File: src/ptc_pkg.sv
// Shared constants for the paired timer/counter block
package ptc_pkg;
    // Sizes
    localparam int TIMER_W   = 16;
    localparam int NUM_TIMER = 4;
    localparam int NUM_PAIR  = 2;
    localparam int PRE_W     = 8;
    localparam int PRIO_W    = 3;
    localparam int APB_DW    = 32;

    // Address decode: byte address = timer*16 + register*4
    localparam int ADDR_REG_LSB = 2;
    localparam int ADDR_TIM_LSB = 4;
    localparam int ADDR_TOP_LSB = 6;

    // Register index within one timer's block
    localparam logic [1:0] REG_CON = 2'h0;
    localparam logic [1:0] REG_PER = 2'h1;
    localparam logic [1:0] REG_CNT = 2'h2;
    localparam logic [1:0] REG_IRQ = 2'h3;

    // Control register fields
    localparam int CON_RUN   = 15;
    localparam int CON_SIDL  = 13;
    localparam int CON_GATE  = 6;
    localparam int CON_PS_HI = 5;
    localparam int CON_PS_LO = 4;
    localparam int CON_CASC  = 3;
    localparam int CON_CS    = 1;

    // Writable bits of lower-word and upper-word control registers
    localparam logic [15:0] CON_WMASK_LO = 16'hA07A;
    localparam logic [15:0] CON_WMASK_HI = 16'hA072;

    // Interrupt register fields
    localparam int IRQ_FLAG    = 0;
    localparam int IRQ_EN      = 1;
    localparam int IRQ_PRIO_LO = 2;

    // Reset values
    localparam logic [15:0] CON_RESET = 16'h0000;
    localparam logic [15:0] PER_RESET = 16'hFFFF;
    localparam logic [15:0] CNT_RESET = 16'h0000;
    localparam logic [2:0]  PRIO_RESET = 3'h0;

    // Prescaler terminal counts for 1:1, 1:8, 1:64, 1:256
    localparam logic [7:0] PS_TERM_1   = 8'h00;
    localparam logic [7:0] PS_TERM_8   = 8'h07;
    localparam logic [7:0] PS_TERM_64  = 8'h3F;
    localparam logic [7:0] PS_TERM_256 = 8'hFF;
endpackage

File: src/ptc_timer_block.sv
// Four 16-bit timers in two cascadable pairs behind an APB slave
`timescale 1ns/100ps
`default_nettype none
//Behaviour
// The clock-source and gate bits pick plain timing, gated timing, or synchronous counting.
// Plain and gated timing advance on the internal instruction clock.
// Synchronous counting advances on rising edges of the external count clock pin.
// Setting the cascade bit of a lower-word timer joins it and its partner into one 32-bit timer.
// While cascaded the upper timer holds the high count word and the lower timer the low word.
// While cascaded only the lower control register steers the pair, save the upper stop-in-idle bit.
// A cascaded timer signals through the upper timer's flag, enable and priority, not the lower's.
// The two pairs are timer two with three, and timer four with five.
// A cascaded timer compares against both period words, upper register high, lower register low.
// A cascaded timer uses the prescaler field of the lower timer.
// The running 32-bit count reads as the two count registers, high word in the upper timer.
// Only timers two and three drive a transfer trigger; timers four and five drive none.
// Software sets up a 16-bit timer with cascade clear and sets the run bit last.
// Software sets up a 32-bit timer with cascade set and sets the run bit last.
// When the count equals the period it returns to zero on the next count event and flags.
// In gated timing the count advances only while the gate input is high.
module ptc_timer_block
    import ptc_pkg::*;
#(
    parameter int ADDR_W = 8
)(
    // Clock and reset
    input  wire logic                 clock,
    input  wire logic                 rst_n,
    // APB slave
    input  wire logic                 psel,
    input  wire logic                 penable,
    input  wire logic                 pwrite,
    input  wire logic [ADDR_W-1:0]    paddr,
    input  wire logic [APB_DW-1:0]    pwdata,
    output logic      [APB_DW-1:0]    prdata,
    output logic                      pready,
    output logic                      pslverr,
    // Core idle state
    input  wire logic                 idleMode,
    // Pins, one per timer (index 0 is timer two)
    input  wire logic [NUM_TIMER-1:0] externalCountClockPin,
    input  wire logic [NUM_TIMER-1:0] gatePin,
    // Interrupt requests and priorities towards the interrupt controller
    output logic      [NUM_TIMER-1:0] timerIrqReq,
    output logic      [NUM_TIMER*PRIO_W-1:0] timerIrqPriority,
    // Transfer triggers for timers two and three
    output logic      [1:0]           dmaTrigger
);
    // Elaboration check on the address width
    if (ADDR_W <= ADDR_TOP_LSB) begin : gBadAddr
        $error("ADDR_W must exceed the decoded register field");
    end

    logic [TIMER_W-1:0]   con_q [NUM_TIMER];
    logic [TIMER_W-1:0]   per_q [NUM_TIMER];
    logic [TIMER_W-1:0]   cnt   [NUM_TIMER];
    logic [NUM_TIMER-1:0] irqFlag_q;
    logic [NUM_TIMER-1:0] irqEn_q;
    logic [PRIO_W-1:0]    irqPrio_q [NUM_TIMER];
    logic [NUM_TIMER-1:0] match;
    logic [NUM_TIMER-1:0] clkMeta_q;
    logic [NUM_TIMER-1:0] clkSync_q;
    logic [NUM_TIMER-1:0] clkPrev_q;
    logic [NUM_TIMER-1:0] gateMeta_q;
    logic [NUM_TIMER-1:0] gateSync_q;
    logic [NUM_TIMER-1:0] clkRise;
    logic [NUM_TIMER-1:0] evt;
    logic [NUM_TIMER-1:0] runEff;
    logic [NUM_TIMER-1:0] cascOf;
    logic [NUM_TIMER-1:0] wrCnt;
    logic                 wordOk;
    logic [1:0]           timSel;
    logic [1:0]           regSel;
    logic                 wrEn;
    logic [APB_DW-1:0]    rdMux;
    logic [APB_DW-1:0]    prdata_q;
    logic                 err_q;

    // Two-stage synchronisers for the pins, then a delay for edge finding
    always_ff @(posedge clock) begin
        if (!rst_n) begin
            clkMeta_q  <= '0;
            clkSync_q  <= '0;
            clkPrev_q  <= '0;
            gateMeta_q <= '0;
            gateSync_q <= '0;
        end else begin
            clkMeta_q  <= externalCountClockPin;
            clkSync_q  <= clkMeta_q;
            clkPrev_q  <= clkSync_q;
            gateMeta_q <= gatePin;
            gateSync_q <= gateMeta_q;
        end
    end

    assign clkRise = clkSync_q & ~clkPrev_q;

    // Count event and run qualification for each timer
    always_comb begin
        for (int i = 0; i < NUM_TIMER; i++) begin
            cascOf[i] = con_q[i & ~1][CON_CASC];
            if (con_q[i][CON_CS]) begin
                evt[i] = clkRise[i];
            end else if (con_q[i][CON_GATE]) begin
                evt[i] = gateSync_q[i];
            end else begin
                evt[i] = 1'b1;
            end
            // Upper stop-in-idle still halts a cascaded pair
            runEff[i] = con_q[i][CON_RUN] & ~(idleMode & (con_q[i][CON_SIDL]
                        | ((i % 2 == 0) & cascOf[i] & con_q[i | 1][CON_SIDL])));
        end
    end

    // The two cascadable pairs
    for (genvar p = 0; p < NUM_PAIR; p++) begin : gPair
        ptc_timer_pair uPair (
            .clock    (clock),
            .rst_n    (rst_n),
            .runLo    (runEff[2*p]),
            .runHi    (runEff[2*p+1]),
            .evtLo    (evt[2*p]),
            .evtHi    (evt[2*p+1]),
            .psLo     (con_q[2*p][CON_PS_HI:CON_PS_LO]),
            .psHi     (con_q[2*p+1][CON_PS_HI:CON_PS_LO]),
            .cascade  (con_q[2*p][CON_CASC]),
            .periodLo (per_q[2*p]),
            .periodHi (per_q[2*p+1]),
            .wrCntLo  (wrCnt[2*p]),
            .wrCntHi  (wrCnt[2*p+1]),
            .wrData   (pwdata[TIMER_W-1:0]),
            .countLo  (cnt[2*p]),
            .countHi  (cnt[2*p+1]),
            .matchLo  (match[2*p]),
            .matchHi  (match[2*p+1])
        );
    end

    // APB decode: every aligned word below the top field is mapped
    assign wordOk = (paddr[ADDR_REG_LSB-1:0] == '0) && (paddr[ADDR_W-1:ADDR_TOP_LSB] == '0);
    assign timSel = paddr[ADDR_TOP_LSB-1:ADDR_TIM_LSB];
    assign regSel = paddr[ADDR_TIM_LSB-1:ADDR_REG_LSB];
    assign wrEn   = psel & penable & pwrite & wordOk;

    // Count writes go straight into the pair
    always_comb begin
        for (int i = 0; i < NUM_TIMER; i++) begin
            wrCnt[i] = wrEn && (timSel == 2'(i)) && (regSel == REG_CNT);
        end
    end

    // Control and period registers
    always_ff @(posedge clock) begin
        if (!rst_n) begin
            for (int i = 0; i < NUM_TIMER; i++) begin
                con_q[i] <= CON_RESET;
                per_q[i] <= PER_RESET;
            end
        end else if (wrEn) begin
            for (int i = 0; i < NUM_TIMER; i++) begin
                if (timSel == 2'(i) && regSel == REG_CON) begin
                    // Cascade bit exists only in lower-word timers
                    con_q[i] <= pwdata[TIMER_W-1:0]
                                & ((i % 2 == 0) ? CON_WMASK_LO : CON_WMASK_HI);
                end
                if (timSel == 2'(i) && regSel == REG_PER) begin
                    per_q[i] <= pwdata[TIMER_W-1:0];
                end
            end
        end
    end

    // Interrupt flags: a match in the same cycle as a clear wins
    always_ff @(posedge clock) begin
        if (!rst_n) begin
            irqFlag_q <= '0;
            irqEn_q   <= '0;
            for (int i = 0; i < NUM_TIMER; i++) begin
                irqPrio_q[i] <= PRIO_RESET;
            end
        end else begin
            for (int i = 0; i < NUM_TIMER; i++) begin
                if (wrEn && timSel == 2'(i) && regSel == REG_IRQ) begin
                    irqFlag_q[i] <= match[i] | pwdata[IRQ_FLAG];
                    irqEn_q[i]   <= pwdata[IRQ_EN];
                    irqPrio_q[i] <= pwdata[IRQ_PRIO_LO +: PRIO_W];
                end else if (match[i]) begin
                    irqFlag_q[i] <= 1'b1;
                end
            end
        end
    end

    // Requests; the lower timer of a cascaded pair is silenced
    always_comb begin
        for (int i = 0; i < NUM_TIMER; i++) begin
            timerIrqReq[i] = irqFlag_q[i] & irqEn_q[i]
                             & ~((i % 2 == 0) & cascOf[i]);
            timerIrqPriority[i*PRIO_W +: PRIO_W] = irqPrio_q[i];
        end
    end

    // Triggers from the first pair only
    assign dmaTrigger = {match[1], match[0]};

    // Read multiplexer
    always_comb begin
        rdMux = '0;
        unique case (regSel)
            REG_CON: rdMux[TIMER_W-1:0] = con_q[timSel];
            REG_PER: rdMux[TIMER_W-1:0] = per_q[timSel];
            REG_CNT: rdMux[TIMER_W-1:0] = cnt[timSel];
            REG_IRQ: rdMux[IRQ_PRIO_LO+PRIO_W-1:0] =
                     {irqPrio_q[timSel], irqEn_q[timSel], irqFlag_q[timSel]};
        endcase
        if (!wordOk) begin
            rdMux = '0;
        end
    end

    // Read data and error captured in the setup cycle
    always_ff @(posedge clock) begin
        if (!rst_n) begin
            prdata_q <= '0;
            err_q    <= 1'b0;
        end else if (psel & ~penable) begin
            prdata_q <= pwrite ? '0 : rdMux;
            err_q    <= ~wordOk;
        end
    end

    // Zero-wait-state answer
    assign pready  = 1'b1;
    assign prdata  = prdata_q;
    assign pslverr = err_q & psel & penable;
endmodule
`default_nettype wire

File: src/ptc_timer_pair.sv
// One cascadable pair of 16-bit timers with prescalers
`timescale 1ns/100ps
`default_nettype none
module ptc_timer_pair
    import ptc_pkg::*;
(
    // Clock and reset
    input  wire logic               clock,
    input  wire logic               rst_n,
    // Run and count events per half
    input  wire logic               runLo,
    input  wire logic               runHi,
    input  wire logic               evtLo,
    input  wire logic               evtHi,
    // Configuration
    input  wire logic [1:0]         psLo,
    input  wire logic [1:0]         psHi,
    input  wire logic               cascade,
    input  wire logic [TIMER_W-1:0] periodLo,
    input  wire logic [TIMER_W-1:0] periodHi,
    // Count writes from software
    input  wire logic               wrCntLo,
    input  wire logic               wrCntHi,
    input  wire logic [TIMER_W-1:0] wrData,
    // Count and period-match results
    output logic [TIMER_W-1:0]      countLo,
    output logic [TIMER_W-1:0]      countHi,
    output logic                    matchLo,
    output logic                    matchHi
);
    logic [PRE_W-1:0]     preLo_q;
    logic [PRE_W-1:0]     preHi_q;
    logic                 tickLo;
    logic                 tickHi;
    logic [2*TIMER_W-1:0] cnt32;
    logic [2*TIMER_W-1:0] per32;
    logic [2*TIMER_W-1:0] nxt32;
    logic                 eq32;

    // Terminal count of the prescaler for a ratio field
    function automatic logic [PRE_W-1:0] preTerm(input logic [1:0] ps);
        case (ps)
            2'h0:    preTerm = PS_TERM_1;
            2'h1:    preTerm = PS_TERM_8;
            2'h2:    preTerm = PS_TERM_64;
            default: preTerm = PS_TERM_256;
        endcase
    endfunction

    // Prescaled ticks; upper half is idle while cascaded
    assign tickLo = runLo & evtLo & (preLo_q == preTerm(psLo));
    assign tickHi = ~cascade & runHi & evtHi & (preHi_q == preTerm(psHi));

    // 32-bit view of the pair
    assign cnt32 = {countHi, countLo};
    assign per32 = {periodHi, periodLo};
    assign eq32  = (cnt32 == per32);
    assign nxt32 = eq32 ? '0 : cnt32 + 32'h0000_0001;

    // Lower prescaler
    always_ff @(posedge clock) begin
        if (!rst_n) begin
            preLo_q <= '0;
        end else if (runLo & evtLo) begin
            preLo_q <= tickLo ? '0 : preLo_q + 8'h01;
        end
    end

    // Upper prescaler
    always_ff @(posedge clock) begin
        if (!rst_n) begin
            preHi_q <= '0;
        end else if (cascade) begin
            preHi_q <= '0;
        end else if (runHi & evtHi) begin
            preHi_q <= tickHi ? '0 : preHi_q + 8'h01;
        end
    end

    // Lower count word: wraps to zero on the tick after a period match
    always_ff @(posedge clock) begin
        if (!rst_n) begin
            countLo <= CNT_RESET;
        end else if (wrCntLo) begin
            countLo <= wrData;
        end else if (tickLo & cascade) begin
            countLo <= nxt32[TIMER_W-1:0];
        end else if (tickLo) begin
            countLo <= (countLo == periodLo) ? '0 : countLo + 16'h0001;
        end
    end

    // Upper count word: carries the high half while cascaded
    always_ff @(posedge clock) begin
        if (!rst_n) begin
            countHi <= CNT_RESET;
        end else if (wrCntHi) begin
            countHi <= wrData;
        end else if (tickLo & cascade) begin
            countHi <= nxt32[2*TIMER_W-1:TIMER_W];
        end else if (tickHi) begin
            countHi <= (countHi == periodHi) ? '0 : countHi + 16'h0001;
        end
    end

    // Match pulses; a cascaded match shows on the upper half only
    always_ff @(posedge clock) begin
        if (!rst_n) begin
            matchLo <= 1'b0;
            matchHi <= 1'b0;
        end else begin
            matchLo <= tickLo & ~cascade & (countLo == periodLo);
            matchHi <= cascade ? (tickLo & eq32) : (tickHi & (countHi == periodHi));
        end
    end
endmodule
`default_nettype wire

File: config.mk
export PLATFORM = sky130hd
export DESIGN_NAME = ptc_timer_block
export DESIGN_NICKNAME = d
export VERILOG_FILES = /design/src/ptc_pkg.sv /design/src/ptc_timer_block.sv /design/src/ptc_timer_pair.sv
export SDC_FILE = /design/constraint.sdc
export NUM_CORES = 1
export LEC_CHECK = 0
export BUFFER_PORTS_ARGS = -buffer_cell sky130_fd_sc_hd__buf_4
export CORE_MARGIN = 3
export CORE_UTILIZATION = 50
export CTS_BUF_LIST = sky130_fd_sc_hd__clkbuf_2
export CTS_CLUSTER_DIAMETER = 150
export DETAILED_ROUTE_END_ITERATION = 8
export GPL_TIMING_DRIVEN = 0
export PLACE_DENSITY_LB_ADDON = 0.08
export REMOVE_ABC_BUFFERS = 1
export SETUP_SLACK_MARGIN = 0.02
export SYNTH_ARGS = -nofsm -noshare
export SYNTH_HDL_FRONTEND = slang
export SYNTH_HIERARCHICAL = 1
export SYNTH_SLANG_ARGS = --single-unit
File: constraint.sdc
create_clock -name clock -period 3.2 [get_ports clock]
set_input_delay 0.32 -clock clock [delete_from_list [all_inputs] [get_ports clock]]
set_output_delay 0.32 -clock clock [all_outputs]
set_load 0.01 [all_outputs]
* Word-level counts from Yosys, hierarchy flattened
Memory sizes are Yosys's and may differ from the RTL's.
Cells that the tools add are included.
** Word-level totals
- Register bits after elaboration :: 161
- Latch bits :: 0
- Bits in writable memories :: 104
- ROM bits :: 0
- Bits of input ports :: 54
- Output and inout port bits :: 52
- Logic and storage cells :: 291
- Memories :: 3
** Memory list
- per_q :: depth 4, bits a word 16, read ports 5, clocked after Yosys merged registers in 0, wr ports 4, RTL line ptc_timer_block.sv:55 : logic [TIMER_W-1:0] per_q [NUM_TIMER];
- con_q :: depth 4, bits a word 7, read ports 5, clocked after Yosys merged registers in 0, wr ports 4, RTL line ptc_timer_block.sv:54 : logic [TIMER_W-1:0] con_q [NUM_TIMER];
- irqPrio_q :: depth 4, bits a word 3, read ports 5, clocked after Yosys merged registers in 0, wr ports 4, RTL line ptc_timer_block.sv:59 : logic [PRIO_W-1:0] irqPrio_q [NUM_TIMER];
** Operators by class
- $add $sub $neg :: 10
- $mul :: 0
- Div/mod/pow operators :: 0
- Magnitude comparators :: 2
- Eq/ne operators :: 24
- Shifts and indexed selects :: 0
- Muxes and demuxes :: 112
- Bitwise operators :: 74
- Reductions and logical operators :: 39
** Operators by type and width (count)
- 16-bit 2-to-1 mux :: 23
- 32-bit 2-to-1 mux :: 3
- 8-bit one-hot mux with 3 select lines :: 4
- 1-bit 2-to-1 mux :: 65
- 16-bit by 1-bit adder with 16-bit output (second input constant) :: 4
- 32-bit by 1-bit adder with 32-bit output (second input constant) :: 2
- 16-bit equality test :: 4
- 32-bit equality test :: 2
- 1-bit AND :: 44
- 11-bit one-hot mux with 3 select lines :: 1
- 8-bit by 1-bit adder with 8-bit output (second input constant) :: 4
- 16-bit binary-select mux with 2-bit select :: 1
- 8-bit equality test :: 4
- 8-bit 2-to-1 mux :: 4
- 7-bit 2-to-1 mux :: 4
- 1-bit logical AND :: 21
- 5-bit one-hot mux with 4 select lines :: 1
- 1-bit bitwise OR :: 18
- 2-bit equality test (second input constant) :: 8
- 2-bit logical NOT :: 8
- 2-bit by 1-bit equality test with 1-bit output (second input constant) :: 6
- 3-bit 2-to-1 mux :: 4
- 3-bit nonzero test :: 4
- 1-bit NOT :: 9
- 8 further kinds :: 13

* Longest topological paths before layout
Gate-level depths: netlist (run 1).
An unclocked memory read counts as a cell.
- Word-level depth :: 11
- Depth in mapped cells :: 13
- Gate-level depth less buffers :: 10

* Modules after synthesis
The synthesis (run 1) kept the hierarchy.
** Modules (own cells, without submodules)
- ptc_timer_pair :: instances 2, cells an instance 478, area each 3585.9 µm², sequential area each 1001.0 µm²
- ptc_timer_block :: instances 1, cells an instance 536, area each 7049.3 µm², sequential area each 3963.8 µm²

* Worst setup path before layout (run 1)
No wires, ideal clock.
- Path kind :: input-to-reg
- From :: input port paddr[4]
- To :: memory per_q[3][0], enable pin
- Library setup time :: 411 ps
- Data arrival time :: 2469 ps
- Data required time :: 2789 ps
- Setup slack :: 320 ps
- Cell stages on the path :: 5
- Path buffers :: 3
- Cells stage by stage :: buf_4 -> clkbuf_1 -> nand2_1 -> clkbuf_1 -> o21ai_0
** RTL lines
- start, declared :: RTL line ptc_timer_block.sv:33 : input wire logic [ADDR_W-1:0] paddr,
- end, declared :: RTL line ptc_timer_block.sv:55

==> metrics.yaml, run 1 <==
worst_hold_path_type: "in2reg"
classification_of_the_worst_setup_path: "reg2reg"
finish.instance_area_um2: 16100
final-hold-violation-count: 0
critical_path.top_delay_family: "compound AO/OA/AOI/OAI gates"
seqPwrFrac: 0.548
grt_antenna_before_repair: 2
cts_htree_levels: 3
layout.cells.most_common: "dfxtp_1"
unrepaired_setup_endpoints_after_global_routing: "false"
worstRegToRegCells: 8
timing.critical_path.to_type: "flop"
synth_edf_count: 102
die_height_um: 175
fmax_mhz: 326
max_slew_headroom: 0.160
postSynthAreaPerCell_um2: 9.53
register_area_um2: 5970
share_clk_of_total_power: 0.361
cp_max_fo: 7
multi_input_logic_area_um2: 7740
tritoncts: "done"
setup_violations: 0
insertion_delay_ns: 0.84
detailedRoute.firstPassIterationCount: 8
slowest_delay_ns: 0.62
vias: 12845
sequential_to_total_area_share_from_yosys_stat: 0.419
syn_area_um2: 14200
stdcell_count: 2031
final_antenna_net_count: 0
crit-reg2reg-launch: "con_q[2][1]"
cts-buffers-inserted: 69
post_route_cells_drive_above_1_share: 0.189
worstPathCellList: "a21o_1 > a21boi_1 > and2_1 > o221a_2 > nand3_1 > o21ai_1 > o211ai_1 > a311oi_1"
worstSetupStartpoint: "con_q[2][1]"
route.detailed.drc: 0
synth_ff_type: "dfxtp_1"
most-common-layout-cells: "dfxtp_1 (145), nand2_1 (143), clkbuf_2 (104)"
root_buffer: "clkbuf_2"
timing.hold.worst.start: "paddr[4]"
pin_count_of_the_biggest_net_entering_global_routing: 108
internal_power_mw: 4.47
place_congestion: 0.940
crit_arrival_ns: 3.77
path_depth: 8
synth.lib_cells_used.distinct: 77
clock_transition_time_at_the_flip_flop_clock_pins_of_the_worst_setup_and_hold_paths_ns: 0.10
drt-initial-drc-count: 1601
timing_max_transition_violations_final: 0
cts_sink_cnt: 247
layout-area-overhead-vs-synth_pct: 13.0
grt.total_usage: 0.308
hold-path-cell-count: 3
fp-row-count: 61
fillCellCount: 2567
timing.critical_path.slowest_stage_cell: "o21ai_1"
p_sw_mw: 1.86
routed_wl_mm: 47.8
total_power_mw: 6.33
max_slew.worst_pin.slew_ns: 1.26
outcome: "finished clean"
worst_setup_slack_for_register_to_register_paths_ns: 0.13
place.detailed.instances: 1852
async_reset_ff_frac: 0
chip_width_um: 175
finClkSkew_ns: 0.0516
first_global_vias: 12049
worstSetupStartpointType: "flop"
initial_utilization: 0.509
p_sw_frac: 0.294
globalRoute.totalOverflow: 0
cap_violations: 0
post_synthesis_sequential_element_count: 247
layout.nets: 1659
leakagePower_nw: 5.43
p_comb_frac: 0.092
netlist_instances: 1492
fin_crit_ns: 3.07
route.detailed.vias_per_inst: 6.32
cp.required_ns: 3.90
core_area_um2: 27900
power_density_over_the_cells_nw_per_um2: 394
clock_path_buffers: 3
place_hpwl_mm: 32.5
critPathBufInv: 0
post_drt_wl_per_cell_um: 23.5
synth.yosys.warnings: 6
final_period_utilization: 0.959
floorplan.die_area_um2: 30500
peakVddDrop_uv: 213
placed_area_um2: 14800
first_pass_grt_wire_length_mm: 72.7
portBuffers: 72
boundaryPins: 106
## power groups by stage
stage          Clock, mW  Combinational [mW]  Sequential [mW]
3_3_place_gp           0               0.512             3.54
6_report            2.28               0.580             3.46
2_1_floorplan          0               0.275             3.49
5_1_grt             2.48               0.615             3.47
3_5_place_dp           0               0.526             3.54
4_1_cts             2.32               0.561             3.46
## worst register-to-register path: cells and delay by family (launching register included)
| kind | cells | cell delay (ns) |
|---|---|---|
| simple gates | 2 | 0.64 |
| flops | 1 | 0.47 |
| compound gates | 6 | 1.83 |
## metrics by stage
step           hold slack (ns)  utilization  setup TNS, ns  worst slack [ns]
6_report                 0.103        0.575              0             0.132
3_3_place_gp             0.421        0.526        -207.38             -2.11
5_1_grt                 0.0623        0.575              0            0.0238
4_1_cts                 0.0254        0.568              0            0.0329
3_5_place_dp             0.421        0.531         -62.97             -1.16
2_1_floorplan            0.412            -         -0.926            -0.181
## layer usage
layer  routed length [µm]  track usage  vias up
li1                     -            -     5785
met1                20000        0.434     6203
met5                   11            0        -
met2                21700        0.480      752
met4                 1490        0.111        2
met3                 4530       0.0556      103
## Yosys cell counts (15+ instances only)
master,n,area share
dfxtp_1,145,0.20
nand2_1,145,0.038
nor2_1,106,0.028
edfxtp_1,102,0.22
xnor2_1,70,0.043
clkbuf_1,68,0.018
o21ai_0,61,0.021
or3_1,60,0.026
and2_1,58,0.026
a21oi_1,57,0.020
nand3_1,47,0.017
nand4_1,44,0.019
mux4_2,43,0.068
nor3_1,33,0.012
o31ai_1,26,0.014
xor2_1,26,0.016
nand2b_1,25,0.011
inv_1,24,0.0063
a22oi_1,21,0.011
and3_1,21,0.0092
buf_4,20,0.011
o41ai_1,18,0.011
nor4_1,16,0.0070
a211oi_1,15,0.0079
a31oi_1,15,0.0066
## layout make-up
class / instances / share of cell area
Timing Repair Buffer: 133 / 0.0721
Sequential cell: 247 / 0.371
Antenna cell: 1 / 0.000156
Tap cell: 378 / 0.0294
Multi-Input combinational cell: 1117 / 0.482
Clock inverter: 22 / 0.00561
Inverter: 29 / 0.00678
Clock buffer: 104 / 0.0324
## what timing repair did
item	4_1_cts	5_1_grt
endpoints found under the setup margin	58	54
cloned	0	0
setup buffers	0	15
hold endpoints to repair	173	0
pin swaps	0	3
hold buffers	37	0
gates resized for setup	11	12
## sequential cells by signal, summed over array words and instances (netlist names), 12 cells and up
| register | count |
|---|---|
| per_q | 64 |
| gPair.uPair/countHi | 32 |
| gPair.uPair/countLo | 32 |
| con_q | 26 |
| gPair.uPair/preHi_q | 16 |
| gPair.uPair/preLo_q | 16 |
| prdata | 16 |
| irqPrio_q | 12 |
## worst paths after layout
kind / endpoint
setup reg to reg: gPair[1].uPair/countHi[4]
hold reg to reg: clkSync_q[0]
hold / removal: prdata[1]
setup / recovery: gPair[1].uPair/countHi[4]
## cells by family after synthesis
kind of cell	count (synthesis)	synth area share
simple gates	636	0.244
compound gates	305	0.144
flops	247	0.419
buf+inv	143	0.0490
xor+xnor	96	0.0591
mux	55	0.0768
fa+ha+maj	8	0.00704
other cells	2	0.000528
Note: power is estimated with default switching activity, not from simulation.
==> inputs of run 2 (changes only) <==
--- a/config.mk
+++ b/config.mk
@@ -10,6 +10,7 @@
 export CORE_UTILIZATION = 50
 export CTS_BUF_LIST = sky130_fd_sc_hd__clkbuf_2
 export CTS_CLUSTER_DIAMETER = 150
+export CTS_CLUSTER_SIZE = 20
 export DETAILED_ROUTE_END_ITERATION = 8
 export GPL_TIMING_DRIVEN = 0
 export PLACE_DENSITY_LB_ADDON = 0.08
==> constraint.sdc (replaced) <==
create_clock -name clock -period 3.47 [get_ports clock]
set_input_delay 0.347 -clock clock [delete_from_list [all_inputs] [get_ports clock]]
set_output_delay 0.347 -clock clock [all_outputs]
set_load 0.01 [all_outputs]
==> metrics.yaml, run 2 (synthesized netlist as in run 1, its figures left out) <==
outcome: "finished clean"
hold-path-cell-count: 4
worst_hold_path_type: "in2reg"
critPathBufInv: 0
path_depth: 8
max_slew_headroom: 0.169
timing.critical_path.to_type: "flop"
fillCellCount: 2570
vias: 12233
tritoncts: "done"
boundaryPins: 106
fp-row-count: 61
final_period_utilization: 0.959
cts_htree_levels: 1
grt_antenna_before_repair: 2
endpoint_of_the_worst_register_to_register_path: "gPair[1].uPair/countHi[15]"
largest_reg_flops: 64
first_global_vias: 11520
final_util: 0.553
floorplan.die_area_um2: 30500
chip_width_um: 175
largest-register: "per_q"
stdcell_count: 1921
cp.required_ns: 4.30
placed_area_um2: 14800
worst_hold_path.endpoint: "prdata[3]"
max_slew.worst_pin.slew_ns: 1.25
clock_transition_time_at_the_flip_flop_clock_pins_of_the_worst_setup_and_hold_paths_ns: 0.39
fin_hold_ws_ns: 0.0651
worstSetupStartpoint: "con_q[2][1]"
place_hpwl_mm: 32.5
multi_input_logic_area_um2: 7690
finish.instance_area_um2: 15400
first_pass_grt_wire_length_mm: 71.2
worstRegToRegCells: 8
slowest_delay_ns: 0.52
cp_max_fo: 18
timing.critical_path.slowest_stage_cell: "edfxtp_1"
crit-reg2reg-launch: "con_q[2][1]"
pin_count_of_the_biggest_net_entering_global_routing: 108
routed_wl_mm: 46.7
fin_crit_ns: 3.33
layout-area-overhead-vs-synth_pct: 8.56
most-common-layout-cells: "nand2_1 (145), dfxtp_1 (145), nor2_1 (102), edfxtp_1 (102), buf_4 (77)"
worstSetupStartpointType: "flop"
route.detailed.vias_per_inst: 6.37
clock_path_buffers: 3
worstPathCellList: "a21o_1 > a21boi_0 > and2_0 > o221a_2 > and3_4 > or2_1 > a22oi_1 > o31ai_1"
crit_arrival_ns: 4.16
detailedRoute.firstPassIterationCount: 6
cts_sink_cnt: 247
initial_utilization: 0.509
grt.total_usage: 0.300
post_route_cells_drive_above_1_share: 0.137
fmax_mhz: 300
post_drt_wl_per_cell_um: 24.3
core_area_um2: 27900
peakVddDrop_uv: 284
cts-buffers-inserted: 16
final-hold-violation-count: 0
leakagePower_nw: 4.98
route.detailed.drc: 0
globalRoute.totalOverflow: 0
critical_path.top_delay_family: "compound AO/OA/AOI/OAI gates"
portBuffers: 72
cap_violations: 0
final_antenna_net_count: 0
drt-initial-drc-count: 1420
finClkSkew_ns: 0.118
worst_setup_slack_for_register_to_register_paths_ns: 0.14
setup_violations: 0
layout.nets: 1594
insertion_delay_ns: 0.90
unrepaired_setup_endpoints_after_global_routing: "false"
reg.largest.list: "per_q x64, gPair.uPair/countHi x32, gPair.uPair/countLo x32"
classification_of_the_worst_setup_path: "reg2reg"
timing_max_transition_violations_final: 0
total_power_mw: 4.92
root_buffer: "clkbuf_2"
power_density_over_the_cells_nw_per_um2: 319
timing.hold.worst.start: "paddr[3]"
register_area_um2: 5970
place.detailed.instances: 1852
place_congestion: 0.940
die_height_um: 175
run 2: worst max-delay path by stage:
stage / end / slack, ns
after CTS: gPair[1].uPair/countLo[11] / 0.04
after detailed placement: gPair[1].uPair/countLo[11] / -0.92
after global placement: gPair[1].uPair/countLo[6] / -1.87
after floorplan: gPair[0].uPair/countHi[2] / 0.06
after global routing: gPair[1].uPair/countHi[4] / 0.13
final: gPair[1].uPair/countHi[15] / 0.14
run 2: routing by layer:
layer / up-vias / part of all wire / wire (µm) / global-route usage
met5: - / 0 / 0 / 0
met4: 0 / 0.029 / 1370 / 0.0851
met3: 91 / 0.097 / 4540 / 0.0406
met2: 696 / 0.46 / 21300 / 0.471
met1: 5862 / 0.42 / 19500 / 0.438
li1: 5584 / - / - / -
run 2: per-stage QoR:
| step | TNS (ns) | worst slack (ns) |
|---|---|---|
| finish | 0 | 0.142 |
| global placement | -158.51 | -1.87 |
| detailed placement | -30.07 | -0.917 |
| global route | 0 | 0.131 |
| CTS | 0 | 0.0426 |
| floorplan | 0 | 0.0621 |
run 2: final cells by class:
cell class | count | share of cell area
Multi-Input combinational cell | 1117 | 0.498
Inverter | 29 | 0.00705
Tap cell | 378 | 0.0306
Antenna cell | 1 | 0.000162
Clock inverter | 1 | 0.00105
Sequential cell | 247 | 0.386
Clock buffer | 27 | 0.00875
Timing Repair Buffer | 121 | 0.0675
run 2: repair_timing:
| item | in CTS | in global routing |
|---|---|---|
| hold buffers | 37 | 0 |
| endpoints found under the setup margin | 30 | 31 |
| buffers inserted | 1 | 2 |
| endpoints found under the hold margin | 198 | 0 |
| gates resized for setup | 4 | 6 |
| gates cloned | 0 | 0 |
run 2: worst min-delay path, cell delays in order:
cell and delay [ns]:
buf_4 0.17, mux2i_1 0.19, a211oi_1 0.12, a21o_1 0.16
run 2: where the power goes:
part	switching, mW	internal, mW	leakage (nW)
clock network	0.973	0.209	0.119
registers	0.0951	3.12	2.18
logic	0.313	0.217	2.69
